<file path="config.mk">
export PLATFORM = sky130hd
export DESIGN_NAME = radio_hw_irq_flag_bank
export DESIGN_NICKNAME = d
export VERILOG_FILES = /design/src/irq_bank_pkg.sv /design/src/sticky_flag_bank.sv /design/src/wb_reg_port.sv /design/src/radio_hw_irq_flag_bank.sv
export SDC_FILE = /design/constraint.sdc
export NUM_CORES = 1
export LEC_CHECK = 0
export ABC_AREA = 1
export BUFFER_PORTS_ARGS = -buffer_cell sky130_fd_sc_hd__buf_2
export CORE_MARGIN = 5
export CORE_UTILIZATION = 35
export DETAILED_ROUTE_END_ITERATION = 16
export PLACE_DENSITY = 0.58
export SETUP_SLACK_MARGIN = 0.5
export SLEW_MARGIN = 15
export SYNTH_ARGS = -nofsm -noshare
export SYNTH_HDL_FRONTEND = slang
export SYNTH_HIERARCHICAL = 1
export SYNTH_SLANG_ARGS = --single-unit
export TNS_END_PERCENT = 1
</file>
<file path="constraint.sdc">
create_clock -name clk_i -period 2.55 [get_ports clk_i]
set_input_delay 0.255 -clock clk_i [delete_from_list [all_inputs] [get_ports clk_i]]
set_output_delay 0.255 -clock clk_i [all_outputs]
set_load 0.05 [all_outputs]
</file>
<file path="src/irq_bank_pkg.sv">
// Purpose: constants, types and helpers for the radio hardware irq flag bank
// Assumes: 32-bit classic wishbone data, byte offsets as printed
// Notes: flag and enable words share one bit layout
//
// Functional notes
// - read-only 32-bit command status word, reset zero, bus writes ignored.
// - defined flags stay set until software writes zero at 0x08 or one at 0x40; writing one at 0x08 does nothing.
// - flag bits 19..12 hold timer capture/compare channels 7..0 events.
// - bits 11..9 hold engine soft events 2..0; bit 8 engine command complete.
// - flag bit 5 set when the modem finds a sync word.
// - bit 4 modem fifo output, bit 3 fifo input, bit 2 modem done.
// - flag bit 1 holds the synthesizer calibration accelerator event.
// - flag bit 6 holds the debug tracer system tick event.
// - flag bits 31..20, 7 and 0 reserved, read zero; software writes zero.
// - enable register at 0xC, reset zero, same layout, bits 31..20 read-only.
// - each writable enable bit gates the flag at the same position.
package irq_bank_pkg;

  localparam int DATA_W = 32;
  localparam int REG_ADDR_W = 8;
  localparam int NUM_TIMER_CH = 8;
  localparam int NUM_SOFT_EV = 3;

  typedef logic [REG_ADDR_W-1:0] reg_off_t;
  typedef logic [DATA_W-1:0] word_t;

  localparam reg_off_t OFF_COMMAND_STATUS = 8'h04;
  localparam reg_off_t OFF_FLAGS = 8'h08;
  localparam reg_off_t OFF_ENABLE = 8'h0C;
  localparam reg_off_t OFF_FLAG_CLEAR = 8'h40;

  localparam word_t COMMAND_STATUS_RESET = 32'h0000_0000;
  localparam word_t FLAGS_RESET = 32'h0000_0000;
  localparam word_t ENABLE_RESET = 32'h0000_0000;
  localparam word_t FLAG_DEFINED_MASK = 32'h000F_FF7E;
  localparam word_t ENABLE_RW_MASK = 32'h000F_FFFF;
  localparam word_t READ_UNMAPPED = 32'h0000_0000;

  localparam int BIT_TIMER_LO = 12;
  localparam int BIT_SOFT_LO = 9;
  localparam int BIT_ENGINE_DONE = 8;
  localparam int BIT_TRACER_TICK = 6;
  localparam int BIT_SYNC_WORD = 5;
  localparam int BIT_FIFO_OUT = 4;
  localparam int BIT_FIFO_IN = 3;
  localparam int BIT_MODEM_DONE = 2;
  localparam int BIT_SYNTH_CAL = 1;

  // one-cycle event pulses from the radio side; index n is channel n
  typedef struct packed {
    logic [NUM_TIMER_CH-1:0] timer_channel_event;
    logic [NUM_SOFT_EV-1:0] engine_soft_event;
    logic engine_command_complete;
    logic tracer_tick_event;
    logic modem_sync_word_found;
    logic modem_fifo_output_event;
    logic modem_fifo_input_event;
    logic modem_command_complete;
    logic synth_calibration_event;
  } hw_events_t;

  function automatic word_t events_to_word(input hw_events_t e);
    word_t v;
    v = '0;
    v[BIT_TIMER_LO +: NUM_TIMER_CH] = e.timer_channel_event;
    v[BIT_SOFT_LO +: NUM_SOFT_EV] = e.engine_soft_event;
    v[BIT_ENGINE_DONE] = e.engine_command_complete;
    v[BIT_TRACER_TICK] = e.tracer_tick_event;
    v[BIT_SYNC_WORD] = e.modem_sync_word_found;
    v[BIT_FIFO_OUT] = e.modem_fifo_output_event;
    v[BIT_FIFO_IN] = e.modem_fifo_input_event;
    v[BIT_MODEM_DONE] = e.modem_command_complete;
    v[BIT_SYNTH_CAL] = e.synth_calibration_event;
    return v;
  endfunction

  function automatic word_t lanes_to_mask(input logic [DATA_W/8-1:0] sel);
    word_t m;
    m = '0;
    for (int b = 0; b < DATA_W/8; b++) begin
      m[b*8 +: 8] = {8{sel[b]}};
    end
    return m;
  endfunction

endpackage

</file>
<file path="src/sticky_flag_bank.sv">
// Purpose: per-bit sticky flags, hardware set, software clear
// Assumes: set and clear are single-cycle qualified vectors
// Notes: undefined positions are held at zero
`timescale 1ns/1ps
`default_nettype none
module sticky_flag_bank #(
  parameter int WIDTH = 32,
  parameter logic [WIDTH-1:0] DEFINED_MASK = '1
) (
  // clock and reset
  input wire logic clk_i,
  input wire logic rst_i,
  // set and clear
  input wire logic [WIDTH-1:0] set_i,
  input wire logic [WIDTH-1:0] clr_i,
  // flag state
  output logic [WIDTH-1:0] flags_o
);

  if (WIDTH < 1) begin : g_bad_width
    $error("sticky_flag_bank needs WIDTH of at least one");
  end

  logic [WIDTH-1:0] next_flags;

  for (genvar i = 0; i < WIDTH; i++) begin : g_bit
    // set is or-ed in last so an event landing on a clear survives
    always_comb begin
      next_flags[i] = DEFINED_MASK[i] & ((flags_o[i] & ~clr_i[i]) | set_i[i]);
    end

    always_ff @(posedge clk_i) begin
      if (rst_i) begin
        flags_o[i] <= 1'b0;
      end else begin
        flags_o[i] <= next_flags[i];
      end
    end
  end

endmodule
`default_nettype wire

</file>
<file path="src/wb_reg_port.sv">
// Purpose: classic wishbone slave handshake for a small register file
// Assumes: one access per cycle/strobe pair, no wait states beyond one
// Notes: answers every address; write strobe fires once per access
`timescale 1ns/1ps
`default_nettype none
module wb_reg_port
  import irq_bank_pkg::*;
(
  // clock and reset
  input wire logic clk_i,
  input wire logic rst_i,
  // bus request
  input wire logic cyc_i,
  input wire logic stb_i,
  input wire logic we_i,
  // read data from the decoder
  input wire word_t rdata_i,
  // bus answer
  output logic ack_o,
  output word_t dat_o,
  // write strobe
  output logic wr_o
);

  logic access;
  logic next_ack;
  word_t next_dat;

  // ack gating keeps a held request from being taken twice
  always_comb begin
    access = cyc_i & stb_i & ~ack_o;
    next_ack = access;
    next_dat = access ? rdata_i : dat_o;
    wr_o = access & we_i;
  end

  always_ff @(posedge clk_i) begin
    if (rst_i) begin
      ack_o <= 1'b0;
      dat_o <= '0;
    end else begin
      ack_o <= next_ack;
      dat_o <= next_dat;
    end
  end

endmodule
`default_nettype wire

</file>
<file path="src/radio_hw_irq_flag_bank.sv">
// Purpose: command status word, hardware module irq flags and enables
// Assumes: events are synchronous one-cycle pulses on clk_i
// Notes: irq_o lags the flag/enable state by one cycle
//
// The Wishbone slave port is this design's own decision.
`timescale 1ns/1ps
`default_nettype none
module radio_hw_irq_flag_bank
  import irq_bank_pkg::*;
#(
  parameter int ADDR_W = 8
) (
  // clock and reset
  input wire logic clk_i,
  input wire logic rst_i,
  // wishbone slave
  input wire logic cyc_i,
  input wire logic stb_i,
  input wire logic we_i,
  input wire logic [DATA_W/8-1:0] sel_i,
  input wire logic [ADDR_W-1:0] adr_i,
  input wire word_t dat_i,
  output word_t dat_o,
  output logic ack_o,
  // radio side events
  input wire hw_events_t events_i,
  // command status source
  input wire word_t cmd_status_i,
  input wire logic cmd_status_load_i,
  // interrupt
  output logic irq_o
);

  if (ADDR_W < REG_ADDR_W) begin : g_bad_addr
    $error("radio_hw_irq_flag_bank needs ADDR_W of at least REG_ADDR_W");
  end

  ////////////////////////////////////////////////////////////////////////
  // address decode

  logic wr;
  logic hi_zero;
  reg_off_t word_adr;
  word_t lane_mask;
  word_t rdata;
  logic hit_status;
  logic hit_flags;
  logic hit_enable;
  logic hit_clear;

  always_comb begin
    // aliases above the map would alias low registers, so demand zeros
    hi_zero = (adr_i >> REG_ADDR_W) == '0;
    word_adr = {adr_i[REG_ADDR_W-1:2], 2'b00};
    lane_mask = lanes_to_mask(sel_i);
    hit_status = hi_zero & (word_adr == OFF_COMMAND_STATUS);
    hit_flags = hi_zero & (word_adr == OFF_FLAGS);
    hit_enable = hi_zero & (word_adr == OFF_ENABLE);
    hit_clear = hi_zero & (word_adr == OFF_FLAG_CLEAR);
  end

  ////////////////////////////////////////////////////////////////////////
  // command status

  word_t command_status;
  word_t next_command_status;

  // bus writes never reach this word
  always_comb begin
    next_command_status = cmd_status_load_i ? cmd_status_i : command_status;
  end

  always_ff @(posedge clk_i) begin
    if (rst_i) begin
      command_status <= COMMAND_STATUS_RESET;
    end else begin
      command_status <= next_command_status;
    end
  end

  ////////////////////////////////////////////////////////////////////////
  // hardware module flags

  word_t hw_module_irq_flags;
  word_t set_vec;
  word_t clr_vec;

  always_comb begin
    set_vec = events_to_word(events_i) & FLAG_DEFINED_MASK;
    clr_vec = '0;
    if (wr && hit_flags) begin
      clr_vec = ~dat_i & lane_mask;
    end else if (wr && hit_clear) begin
      clr_vec = dat_i & lane_mask;
    end
  end

  sticky_flag_bank #(
    .WIDTH(DATA_W),
    .DEFINED_MASK(FLAG_DEFINED_MASK)
  ) u_flags (
    .clk_i(clk_i),
    .rst_i(rst_i),
    .set_i(set_vec),
    .clr_i(clr_vec),
    .flags_o(hw_module_irq_flags)
  );

  ////////////////////////////////////////////////////////////////////////
  // enables

  word_t hw_module_irq_enable;
  word_t next_enable;
  word_t en_wmask;

  always_comb begin
    en_wmask = lane_mask & ENABLE_RW_MASK;
    next_enable = hw_module_irq_enable;
    if (wr && hit_enable) begin
      next_enable = (hw_module_irq_enable & ~en_wmask) | (dat_i & en_wmask);
    end
  end

  always_ff @(posedge clk_i) begin
    if (rst_i) begin
      hw_module_irq_enable <= ENABLE_RESET;
    end else begin
      hw_module_irq_enable <= next_enable;
    end
  end

  ////////////////////////////////////////////////////////////////////////
  // interrupt output

  logic next_irq;

  always_comb begin
    next_irq = |(hw_module_irq_flags & hw_module_irq_enable);
  end

  always_ff @(posedge clk_i) begin
    if (rst_i) begin
      irq_o <= 1'b0;
    end else begin
      irq_o <= next_irq;
    end
  end

  ////////////////////////////////////////////////////////////////////////
  // read mux and bus port

  // clear register is write-only and reads zero like a hole
  always_comb begin
    rdata = READ_UNMAPPED;
    if (hit_status) begin
      rdata = command_status;
    end else if (hit_flags) begin
      rdata = hw_module_irq_flags;
    end else if (hit_enable) begin
      rdata = hw_module_irq_enable;
    end
  end

  wb_reg_port u_port (
    .clk_i(clk_i),
    .rst_i(rst_i),
    .cyc_i(cyc_i),
    .stb_i(stb_i),
    .we_i(we_i),
    .rdata_i(rdata),
    .ack_o(ack_o),
    .dat_o(dat_o),
    .wr_o(wr)
  );
endmodule
`default_nettype wire

</file>
Word-level counts from Yosys, hierarchy flattened
Index checks and enable logic that the tools add are counted.
{ "op_classes": {"reduce_logical": 4, "bitwise_logic": 66, "n_eq_ne": 4, "muxes": 5} }
{ "op_table": {"columns": ["cell", "n"], "rows": [
  ["$mux 32", 3],
  ["$and 20x20->20", 2],
  ["$mux 20", 2],
  ["$and 20x32->32", 1],
  ["$and 32x20->32", 1],
  ["$and 32x32->32", 1],
  ["$not 20->32", 1],
  ["$or 32x32->32", 1],
  ["$reduce_or 32->1", 1],
  ["$and 1x1->1", 21],
  ["$not 20->20", 1],
  ["$not 1->1", 19],
  ["$or 1x1->1", 18],
  ["$eq 6x2->1 const B", 2],
  ["$eq 6x1->1 const B", 1],
  ["$eq 6x5->1 const B", 1],
  ["$logic_and 1x1->1", 3]
]} }
{ "totals": {"output_inout_bits": 34, "register_bits": 116, "wordCells": 102} }

Longest topological paths before layout
Gate-level depths: netlist of run 1.
{ "logic_depth": {"ltp_word": 9, "ltp_mapped": 14, "mapped_depth_nobuf": 10} }

Cells and area by module
The synthesis of run 1 kept the hierarchy.
{ "modules_own_cells": {"columns": ["mod", "n_inst", "seq_area_each_um2", "area_per_inst_um2", "cells_each"], "rows": [
  ["radio_hw_irq_flag_bank", 1, 1061.0, 3507.1, 613],
  ["wb_reg_port", 1, 660.6, 1360.1, 209],
  ["sticky_flag_bank", 1, 360.3, 838.3, 107]
]} }

Worst setup path after synthesis of run 1
No wires, ideal clock.
{ "synth_timing": {"kind": "register to register", "from": "reg u_port.ack_o", "to": "reg u_flags.flags_o[10]", "synth_period_minus_slack_ns": 2.115, "setup_ns": 0.116, "arrival_ns": 1.999, "path_stages_with_launch": 15, "n_path_buf": 4, "setup_slack_ns": 0.435, "path_cell_list": "dfxtp_1 > inv_1 > nand3_2 > buf_6 > buf_4 > nor2_1 > buf_2 > nand2_1 > nor3_4 > buf_6 > nor2_1 > nor2_1 > inv_1 > nand2_1 > a21oi_4"} }
{ "synth_via": {"elab_chain_len": 9, "elab_cells_between_ends": 10, "classes_between": "2 x mux; 6 x bitwise; 2 x reduce/logical"} }
{ "synth_rtl": {"columns": ["item", "line_no", "source"], "rows": [
  ["start: declaration", "wb_reg_port.sv:19", "output logic ack_o,"],
  ["start signal: assignment", "wb_reg_port.sv:42", "ack_o <= next_ack;"],
  ["$not 1->1 (*)", "wb_reg_port.sv:31", "access = cyc_i & stb_i & ~ack_o;"],
  ["$and 1x1->1 (*)", "wb_reg_port.sv:31", null],
  ["$and 1x1->1 (*)", "wb_reg_port.sv:34", "wr_o = access & we_i;"],
  ["net wr", "radio_hw_irq_flag_bank.sv:41", "logic wr;"],
  ["$logic_and 1x1->1", "radio_hw_irq_flag_bank.sv:93", "end else if (wr && hit_clear) begin"],
  ["$mux 20", "radio_hw_irq_flag_bank.sv:93", null],
  ["$mux 20 (*)", "radio_hw_irq_flag_bank.sv:91", "if (wr && hit_flags) begin"],
  ["net clr_vec[10]", "radio_hw_irq_flag_bank.sv:86", "word_t clr_vec;"],
  ["$not 1->1 (*)", "sticky_flag_bank.sv:29", "next_flags[i] = DEFINED_MASK[i] & ((flags_o[i] & ~clr_i[i]) | set_i[i]);"],
  ["$and 1x1->1 (*)", "sticky_flag_bank.sv:29", null],
  ["$or 1x1->1 (*)", "sticky_flag_bank.sv:29", null],
  ["end signal: indexed assignment", "sticky_flag_bank.sv:36", "flags_o[i] <= next_flags[i];"],
  ["end: declaration", "sticky_flag_bank.sv:17", "output logic [WIDTH-1:0] flags_o"]
]} }
Mark *: on every way through the listed nets, which the timed path passes. The rest lies on a longest branch.
A chain may end at the register's enable or synchronous reset.

Worst setup path in the final report of run 1
{ "layout_timing": {"from": "reg u_port.ack_o", "to": "reg u_flags.flags_o[19]"} }
Same word-level chain as after synthesis.

==> summary.txt, run 1 <==
CTS
  • CTS H-tree depth: 3
  • Worst skew pair latency: 0.35 ns
  • CTS Hold Buffers Added: 0
  • CTS tree: done
  • Clock Tree Buf Depth: 2
  • CTS buffer count: 9
  • Postcts setup bufs: 0
  • Reg clk slew, reported paths: 0.08 ns
  • Clock sink count: 104
  • # resized after CTS: 0
  • Clk root buf: clkbuf_16

Pwr
  • Combinational Power Share: 14.7%
  • Total Power: 0.003659 W
  • Internal: 0.002555 W
  • Leak pwr: 3.298 nW
  • Sequential Power Share: 48.2%
  • Psw: 0.001104 W
  • Clock power frac: 37.2%
  • Maximum vdd ir drop: 316.5 uV
  • Sw Ratio: 30.16%
  • PD cells: 571.6 nW/um^2

Worst setup path
  • Crit. End Element: register
  • Arr. time, crit path: 2.01 ns
  • Largest fanout on the critical path: 18
  • Buffers & Inverters on Critical Path: 4
  • WP data required: 2.78 ns
  • Worst path max stage delay: 0.31 ns
  • Critical path's slowest cell: dfxtp_1
  • Crit Path Class: reg -> reg
  • Cell family with most CP delay: simple AND/OR/NAND/NOR gates
  • Critical path cell sequence: inv_1, nand3_2, nor2_1, buf_4, nand2_1, nor3_4, buf_4, nor2_1, nor2_1, inv_1, nand2_1, a21oi_1
  • Most common cell on crit path: nor2_1
  • Startpoint types: register

Placed design
  • Post-place instance area: 6118 um^2
  • Port bufs: 118
  • Gpl congestion: 0.7966
  • Post-detail-place hpwl: 10550 um
  • Setup WS pre-CTS: 0.6564 ns

Global routing
  • Initial antenna violation count: 0
  • First-pass GRT wire length: 23340 um
  • Vias in the first global route: 4568
  • Total track usage: 16.12%
  • Largest net degree at the start of global routing: 66
  • GRT overflow: 0

Timing
  • Worst-Margin Slew: 0.6561 ns
  • RSZ-0062 raised after global routing: no
  • Tcrit/Tclk final: 69.95%
  • Clock Skews: 0.007773 ns
  • Pins Over Slew Limit: 0
  • Max_slew headroom: 56.26%
  • Final setup viols: 0
  • FMAX: 0.5606 GHz
  • Post-route minimum period: 1.784 ns
  • Final Hold Viols: 0
  • Final setup margin: 0.7663 ns
  • Setup TNS: 0 ns

Outcome
  • Run status: complete, no violations

Detailed routing
  • Vias per cell: 4.235
  • Initial DRC count: 320
  • Via count: 5023
  • DR pass1 iterations: 4
  • DRT antenna net count: 0
  • WL final: 14670 um
  • Drt drc: 0
  • Avg WL per Cell: 12.37 um

Finish
  • Multi-input logic area: 2476 um^2
  • # diodes: 0
  • Post-Layout Inst Area: 6401 um^2
  • Commonest non-fill, non-tap cell in the layout: nand2_1
  • P&R area growth vs syn: 16.78%
  • Share of layout cells above drive strength 1: 17.95%
  • Nets: 1070
  • Filler instances: 1677
  • FF/Latch Area: 2082 um^2
  • Highest-count cells in the layout ignoring fill and taps: 204 x nand2_1, 195 x nor2_1, 151 x inv_1

Floorplan
  • DIE WIDTH: 135.1 um
  • Num ports: 134
  • Die height: 135.1 um
  • Core Area: 15260 um^2
  • Initial Util: 35.92%
  • # rows: 45
  • Die area: 18260 um^2

Synth
  • Synth Instances: 874
  • Synth Cell Area: 5482 um^2
  • Yosys warnings: 6
  • Synthesized area per cell: 6.272 um^2

Worst hold path
  • Hold Crit Class: in -> reg

Run
  • MaxCap Viol Count: 0
final cells by class:
| cell class | instances | share of cell area [%] |
|---|---|---|
| sequential | 104 | 32.53 |
| timing repair buffer | 136 | 11.34 |
| tap | 211 | 4.124 |
| clock inverter | 7 | 0.8991 |
| multi-input combinational | 567 | 38.68 |
| inverter | 152 | 8.913 |
| clock buffer | 9 | 3.518 |
final timing paths:
path	endpoint	slack (ns)	start	cells past startpoint
min	command_status[16]	0.12	cmd_status_i[16]	3
min reg2reg	u_flags/flags_o[14]	0.46	u_flags/flags_o[14]	2
max reg2reg	u_flags/flags_o[19]	0.77	u_port/ack_o	12
max	u_flags/flags_o[19]	0.77	u_port/ack_o	12
worst min-delay path, delay by kind of cell:
family	cells	cell delay (ns)
buffers and inverters	1	0.07
AND/OR/NAND/NOR	2	0.11
stage by stage:
| stage | hold WS (ns) | util [%] | cells |
|---|---|---|---|
| CTS | 0.1073 | 41.95 | 1186 |
| global placement | 0.4515 | 40.10 | 1170 |
| detailed placement | 0.4579 | 40.10 | 1170 |
| global route | 0.1129 | 41.95 | 1186 |
| finish | 0.1192 | 41.95 | 1186 |
| floorplan | 0.3274 | - | 887 |
metal layers:
metal	vias up	wire length, um	global-route usage (%)
li1	2790	-	-
met5	-	0	0
met3	7	891	4.383
met4	0	116	3.191
met2	118	6365	25.03
met1	2108	7300	22.60
power groups by stage:
stage	logic, W	clock network [W]	registers (W)
2_1_floorplan	0.000284	0	0.00190
3_3_place_gp	0.000538	0	0.00180
3_5_place_dp	0.000539	0	0.00180
4_1_cts	0.000541	0.00141	0.00176
5_1_grt	0.000604	0.00148	0.00177
6_report	0.000538	0.00136	0.00176
Power figures use the tool's default switching activity.
==> run 2: changes to the inputs <==
==> constraint.sdc (replaced) <==
create_clock -name clk_i -period 1.7 [get_ports clk_i]
set_input_delay 0.17 -clock clk_i [delete_from_list [all_inputs] [get_ports clk_i]]
set_output_delay 0.17 -clock clk_i [all_outputs]
set_load 0.05 [all_outputs]
==> run 2 against run 1 <==
  * Fmax grew 12%
  * Register-to-register slack worse by 0.65 ns
  * Sequential power grew 50%
  * Via count grew 0.68%
  * Combinational power grew 52%
  * Flip-flop and latch count unchanged
==> summary.txt, run 2 (synthesis results as in run 1) <==
Floorplan
  • Num ports: 134 (unchanged)
  • Die area: 18260 um^2 (unchanged)
  • Die height: 135.1 um (unchanged)
  • DIE WIDTH: 135.1 um (unchanged)
  • Initial Util: 35.92% (unchanged)
  • Core Area: 15260 um^2 (unchanged)
  • # rows: 45 (unchanged)

Worst setup path
  • RR Endpoint: u_flags/flags_o[12] (was u_flags/flags_o[19])
  • Reg2reg start: u_port/ack_o (unchanged)
  • Largest fanout on the critical path: 9 (was 18)
  • Crit Path Class: reg -> reg (unchanged)
  • Startpoint types: register (unchanged)
  • R2R Setup Slk: 0.11 ns (was 0.77 ns)
  • Arr. time, crit path: 1.82 ns (was 2.01 ns)
  • Crit. End Element: register (unchanged)
  • WP data required: 1.93 ns (was 2.78 ns)
  • R2R cell count: 13 (was 12)

Detailed routing
  • DRT antenna net count: 0 (unchanged)
  • Via count: 5057 (was 5023)
  • Initial DRC count: 255 (was 320)
  • Vias per cell: 4.228 (was 4.235)
  • Drt drc: 0 (unchanged)
  • Avg WL per Cell: 12.35 um (was 12.37 um)
  • WL final: 14770 um (was 14670 um)
  • DR pass1 iterations: 4 (unchanged)

Timing
  • Setup TNS: 0 ns (unchanged)
  • Tcrit/Tclk final: 93.45% (was 69.95%)
  • FMAX: 0.6294 GHz (was 0.5606 GHz)
  • Final setup margin: 0.1113 ns (was 0.7663 ns)
  • Pins Over Slew Limit: 0 (unchanged)
  • Final hold slack: 0.03733 ns (was 0.1192 ns)
  • Clock Skews: 0.005249 ns (was 0.007773 ns)
  • Final setup viols: 0 (unchanged)
  • Post-route minimum period: 1.589 ns (was 1.784 ns)
  • Max_slew headroom: 55.46% (was 56.26%)
  • RSZ-0062 raised after global routing: yes (was no)
  • Worst-Margin Slew: 0.6681 ns (was 0.6561 ns)
  • Final Hold Viols: 0 (unchanged)

CTS
  • CTS tree: done (unchanged)
  • Worst skew pair latency: 0.35 ns (about the same)
  • CTS Hold Buffers Added: 0 (unchanged)
  • Clk root buf: clkbuf_16 (unchanged)
  • Clock sink count: 104 (unchanged)
  • CTS buffer count: 9 (unchanged)
  • Clock Tree Buf Depth: 2 (unchanged)
  • Reg clk slew, reported paths: 0.07 ns (was 0.08 ns)
  • CTS H-tree depth: 3 (unchanged)

Finish
  • Post-Layout Inst Area: 6634 um^2 (was 6401 um^2)
  • Share of layout cells above drive strength 1: 19.29% (was 17.95%)
  • Commonest non-fill, non-tap cell in the layout: nand2_1 (unchanged)
  • Highest-count cells in the layout ignoring fill and taps: 202 x nand2_1, 194 x nor2_1, 150 x inv_1 (was 204 x nand2_1, 195 x nor2_1, 151 x inv_1)
  • # diodes: 0 (unchanged)
  • P&R area growth vs syn: 21.02% (was 16.78%)
  • Nets: 1080 (was 1070)
  • Filler instances: 1702 (was 1677)

Global routing
  • GRT overflow: 0 (unchanged)
  • Met1 Resource Use GR: 22.87% (was 22.60%)
  • First-pass GRT wire length: 24040 um (was 23340 um)
  • Vias in the first global route: 4732 (was 4568)
  • Met3 Track Usage GR: 2.489% (was 4.383%)
  • Global routing's busiest layer: met2 (unchanged)
  • Total track usage: 16.39% (was 16.12%)
  • Largest net degree at the start of global routing: 66 (unchanged)
  • Grt met2 use: 25.72% (was 25.03%)
  • Initial antenna violation count: 0 (unchanged)

Placed design
  • Port bufs: 118 (unchanged)
  • Post-place instance area: 6200 um^2 (was 6118 um^2)
  • Gpl congestion: 0.8238 (was 0.7966)
  • Post-detail-place hpwl: 10660 um (was 10550 um)
  • Setup WS pre-CTS: 0.02608 ns (was 0.6564 ns)

Worst hold path
  • Hold Crit Class: in -> reg (unchanged)
  • Hold path start: cmd_status_i[19] (was cmd_status_i[16])
  • Worst Hold End: command_status[19] (was command_status[16])
  • Hold-critical path depth: 3 (unchanged)

Pwr
  • Leak pwr: 3.413 nW (was 3.298 nW)
  • Maximum vdd ir drop: 523.6 uV (was 316.5 uV)
  • PD cells: 875.6 nW/um^2 (was 571.6 nW/um^2)

Run
  • MaxCap Viol Count: 0 (unchanged)

Outcome
  • Run status: complete, no violations (unchanged)
## run 2: cell count changes in the layout (fill, tap and decap cells not counted), moves of 2 or more
cell        delta
clkinv_4       -3
buf_4          +4
clkinvlp_4     -2
nand2_1        -2
buf_12         +3
buf_16         +2
bufinv_16      +2
inv_6          +2
## run 2: final cells by class
type	instances	area, um^2	area share [%]
clock inverter	6	87.58	1.320
inverter	152	570.5	8.601
sequential	104	2086	31.44
tap	211	264.0	3.980
clock buffer	10	250.2	3.772
multi-input combinational	567	2494	37.59
timing repair buffer	146	882.1	13.30
## run 2: layer usage
layer  vias to the layer above  share of wire (%)
met3                        17                4.6
met5                         -                  0
met2                       117                 43
met4                         0                1.7
met1                      2115                 50
li1                       2808                  -
## run 2: critical path: stages, from the launching register on
cell and delay, ns:
dfxtp_4 0.34, inv_2 0.04, nand3_2 0.08, nor2_4 0.11, buf_6 0.14, nand2_4 0.05, nor3_4 0.15, buf_4 0.16
buf_16 0.12, nor2_1 0.04, nor2_1 0.09, inv_1 0.04, nand2_1 0.05, a21oi_1 0.05
## run 2: worst max path at each step
| stage | startpoint | to |
|---|---|---|
| 2_1_floorplan | u_port/ack_o | u_flags/flags_o[1] |
| 3_3_place_gp | u_port/ack_o | u_flags/flags_o[19] |
| 3_5_place_dp | u_port/ack_o | u_flags/flags_o[16] |
| 4_1_cts | u_port/ack_o | u_flags/flags_o[5] |
| 5_1_grt | u_port/ack_o | u_flags/flags_o[1] |
| 6_report | u_port/ack_o | u_flags/flags_o[12] |
## run 2: what timing repair did
action                                  in CTS  in global routing
resized for setup                            5                  0
endpoints found under the setup margin      70                 71
gates cloned                                 2                  0
setup buffers                                4                  0
hold endpoints to repair                     0                  0
pin swaps                                    2                  1
## run 2: power by group
part / leakage [nW] / total [W] / internal (W) / switching, W
Clock: 0.168 / 0.00235 / 0.00139 / 0.000962
Sequential: 0.858 / 0.00264 / 0.00257 / 0.0000742
Combinational: 2.39 / 0.000820 / 0.000265 / 0.000556
Total: 3.41 / 0.00581 / 0.00422 / 0.00159
## run 2: per-stage QoR
step | std cells | utilization [%] | total power, W
CTS | 1196 | 43.48 | 0.005892
detailed placement | 1174 | 40.63 | 0.003515
finish | 1196 | 43.48 | 0.005809
floorplan | 887 | - | 0.003274
global placement | 1174 | 40.63 | 0.003511
global route | 1196 | 43.48 | 0.006109
==> run 3: changes to the inputs <==
--- a/config.mk
+++ b/config.mk
@@ -10,7 +10,8 @@
 export CORE_MARGIN = 5
 export CORE_UTILIZATION = 35
 export DETAILED_ROUTE_END_ITERATION = 16
-export PLACE_DENSITY = 0.58
+export GPL_TIMING_DRIVEN = 0
+export PLACE_DENSITY = 0.6
 export SETUP_SLACK_MARGIN = 0.5
 export SLEW_MARGIN = 15
 export SYNTH_ARGS = -nofsm -noshare
==> constraint.sdc (replaced) <==
create_clock -name clk_i -period 1.3 [get_ports clk_i]
set_input_delay 0.13 -clock clk_i [delete_from_list [all_inputs] [get_ports clk_i]]
set_output_delay 0.13 -clock clk_i [all_outputs]
set_load 0.05 [all_outputs]
==> run 3 against run 2 <==
  * The run now ends with negative setup slack left
  * Sequential share of layout area shrank 2.3 points
  * Final cell count increased by 3.7%
  * Critical path depth rose by 1
  * Setup slack lost 0.63 ns
  * Hold slack worse by 0.031 ns
  * Flip-flop and latch count is the same
  * Global-route usage up 0.91 points
  * Die area unchanged
  * Utilization is 4.4 points higher
  * Non-clock buffer count is 45 higher
  * Clock-buffer cell count increased by 3
  * Clock power up 9.4%
  * Highest routed layer unchanged
==> summary.txt, run 3 (synthesis results as in run 1) <==
Worst setup path
  • WP data required: 1.54 ns (was 1.93 ns)
  • Largest fanout on the critical path: 7 (was 9)
  • Most common cell on crit path: buf_6 (was nor2_1)
  • Levels on crit path: 14 (was 13)
  • Critical path cell sequence: inv_2, nand3_4, buf_6, buf_8, nor2_4, buf_6, nand2_4, nor3_4, buf_6, nor2_1, nor2_1, inv_1, nand2_1, a21oi_1 (was inv_2, nand3_2, nor2_4, buf_6, nand2_4, nor3_4, buf_4, buf_16, nor2_1, nor2_1, inv_1, nand2_1, a21oi_1)
  • Critical path's slowest cell: dfxtp_4 (unchanged)
  • R2R cell count: 14 (was 13)
  • Arr. time, crit path: 2.06 ns (was 1.82 ns)
  • Cell family with most CP delay: buffers and inverters (was simple AND/OR/NAND/NOR gates)
  • Startpoint types: register (unchanged)
  • Worst path max stage delay: 0.34 ns (about the same)
  • Crit. End Element: register (unchanged)
  • Buffers & Inverters on Critical Path: 6 (was 5)
  • Crit Path Class: reg -> reg (unchanged)

Detailed routing
  • WL final: 15350 um (was 14770 um)
  • DRT antenna net count: 0 (unchanged)
  • Initial DRC count: 264 (was 255)
  • Avg WL per Cell: 12.38 um (was 12.35 um)
  • Drt drc: 0 (unchanged)
  • Via count: 5241 (was 5057)
  • DR pass1 iterations: 5 (was 4)
  • Vias per cell: 4.227 (was 4.228)

Global routing
  • Largest net degree at the start of global routing: 16 (was 66)
  • Global routing's busiest layer: met2 (unchanged)
  • Initial antenna violation count: 0 (unchanged)
  • GRT overflow: 0 (unchanged)
  • First-pass GRT wire length: 25030 um (was 24040 um)
  • Total track usage: 17.31% (was 16.39%)
  • Grt met2 use: 29.40% (was 25.72%)
  • Met1 Resource Use GR: 22.18% (was 22.87%)
  • Vias in the first global route: 5151 (was 4732)
  • Met3 Track Usage GR: 4.086% (was 2.489%)

Pwr
  • Maximum vdd ir drop: 674.7 uV (was 523.6 uV)
  • PD cells: 1010 nW/um^2 (was 875.6 nW/um^2)
  • Leak pwr: 3.630 nW (was 3.413 nW)

CTS
  • Reg clk slew, reported paths: 0.07 ns (about the same)
  • Worst skew pair latency: 0.35 ns (about the same)
  • CTS buffer count: 9 (unchanged)
  • Clock Tree Buf Depth: 2 (unchanged)
  • Clock sink count: 104 (unchanged)
  • CTS H-tree depth: 3 (unchanged)
  • CTS tree: done (unchanged)
  • Clk root buf: clkbuf_16 (unchanged)

Placed design
  • Post-place instance area: 6395 um^2 (was 6200 um^2)
  • # placed instances: 1214 (was 1174)
  • Port bufs: 116 (was 118)
  • Post-detail-place hpwl: 11900 um (was 10660 um)
  • Gpl congestion: 0.8064 (was 0.8238)

Floorplan
  • Die area: 18260 um^2 (unchanged)
  • Die height: 135.1 um (unchanged)
  • DIE WIDTH: 135.1 um (unchanged)
  • Core Area: 15260 um^2 (unchanged)
  • Initial Util: 35.92% (unchanged)
  • Num ports: 134 (unchanged)
  • # rows: 45 (unchanged)

Finish
  • Post-Layout Inst Area: 7301 um^2 (was 6634 um^2)
  • FF/Latch Area: 2130 um^2 (was 2086 um^2)
  • Commonest non-fill, non-tap cell in the layout: nand2_1 (unchanged)
  • Highest-count cells in the layout ignoring fill and taps: 198 x nand2_1, 182 x nor2_1, 150 x inv_1 (was 202 x nand2_1, 194 x nor2_1, 150 x inv_1)
  • P&R area growth vs syn: 33.19% (was 21.02%)
  • Filler instances: 1615 (was 1702)
  • Finished Layout Cells: 1240 (was 1196)
  • Share of layout cells above drive strength 1: 25.56% (was 19.29%)
  • Multi-input logic area: 2572 um^2 (was 2494 um^2)
  • # diodes: 0 (unchanged)
  • Nets: 1125 (was 1080)

Timing
  • Final Hold Viols: 0 (unchanged)
  • Max_slew headroom: 65.68% (was 55.46%)
  • FMAX: 0.5498 GHz (was 0.6294 GHz)
  • Clock Skews: 0.006406 ns (was 0.005249 ns)
  • RSZ-0062 raised after global routing: yes (unchanged)
  • Worst-Margin Slew: 0.5148 ns (was 0.6681 ns)
  • Final setup margin: -0.5188 ns (was 0.1113 ns)
  • Final hold slack: 0.006630 ns (was 0.03733 ns)
  • Tcrit/Tclk final: 139.9% (was 93.45%)
  • Pins Over Slew Limit: 0 (unchanged)
  • Post-route minimum period: 1.819 ns (was 1.589 ns)
  • Final setup viols: 38 (was 0)

Worst hold path
  • Hold Crit Class: in -> reg (unchanged)
  • Hold-critical path depth: 3 (unchanged)

Outcome
  • Failing checks: negative setup slack
  • Run status: finished, violations left (was complete, no violations)

Run
  • MaxCap Viol Count: 0 (unchanged)
run 3: worst paths after layout:
kind / from / endpoint / slack, ns
max: u_port/ack_o / u_flags/flags_o[16] / -0.52
min: cmd_status_i[2] / command_status[2] / 0.007
max reg2reg: u_port/ack_o / u_flags/flags_o[16] / -0.52
min reg2reg: u_flags/flags_o[14] / u_flags/flags_o[14] / 0.46
run 3: metal layers:
layer	vias to the layer above	wire (um)
li1	2906	-
met1	2204	7408
met2	117	6991
met3	14	772
met4	0	174
met5	-	0
run 3: cell type report:
type                            instances  share of cell area [%]
Multi-Input combinational cell        567                   35.24
Sequential cell                       104                   29.17
Timing Repair Buffer                  127                   13.93
Inverter                              152                   7.815
Buffer                                 64                   6.461
Tap cell                              211                   3.616
Clock buffer                           13                   3.565
Clock inverter                          2                  0.2057
run 3: power breakdown:
group	internal [W]	switching [W]
Combinational	0.000539	0.000762
Sequential	0.00337	0.000130
Clock	0.00140	0.00118
Total	0.00531	0.00207
run 3: what timing repair did:
action                                  CTS  global route
resized for setup                       162            28
endpoints found under the setup margin  134           128
buffers inserted                          2             0
hold buffers                              8             0
endpoints found under the hold margin     8             0
pin swaps                                12             7
cloned                                    1             0
run 3: worst min-delay path, stage by stage:
cell    delay, ns
buf_2        0.08
nor2_1       0.03
nor2_1       0.08
run 3: through the flow:
stage	setup TNS (ns)	total power, W	setup slack [ns]	utilization (%)
5_1_grt	-18.10	0.007746	-0.6982	47.85
2_1_floorplan	-15.46	0.004281	-0.5193	-
4_1_cts	-13.47	0.007454	-0.5182	47.43
3_5_place_dp	-34.08	0.004654	-0.7957	41.91
3_3_place_gp	-33.82	0.004648	-0.8020	41.91
6_report	-13.44	0.007376	-0.5188	47.85
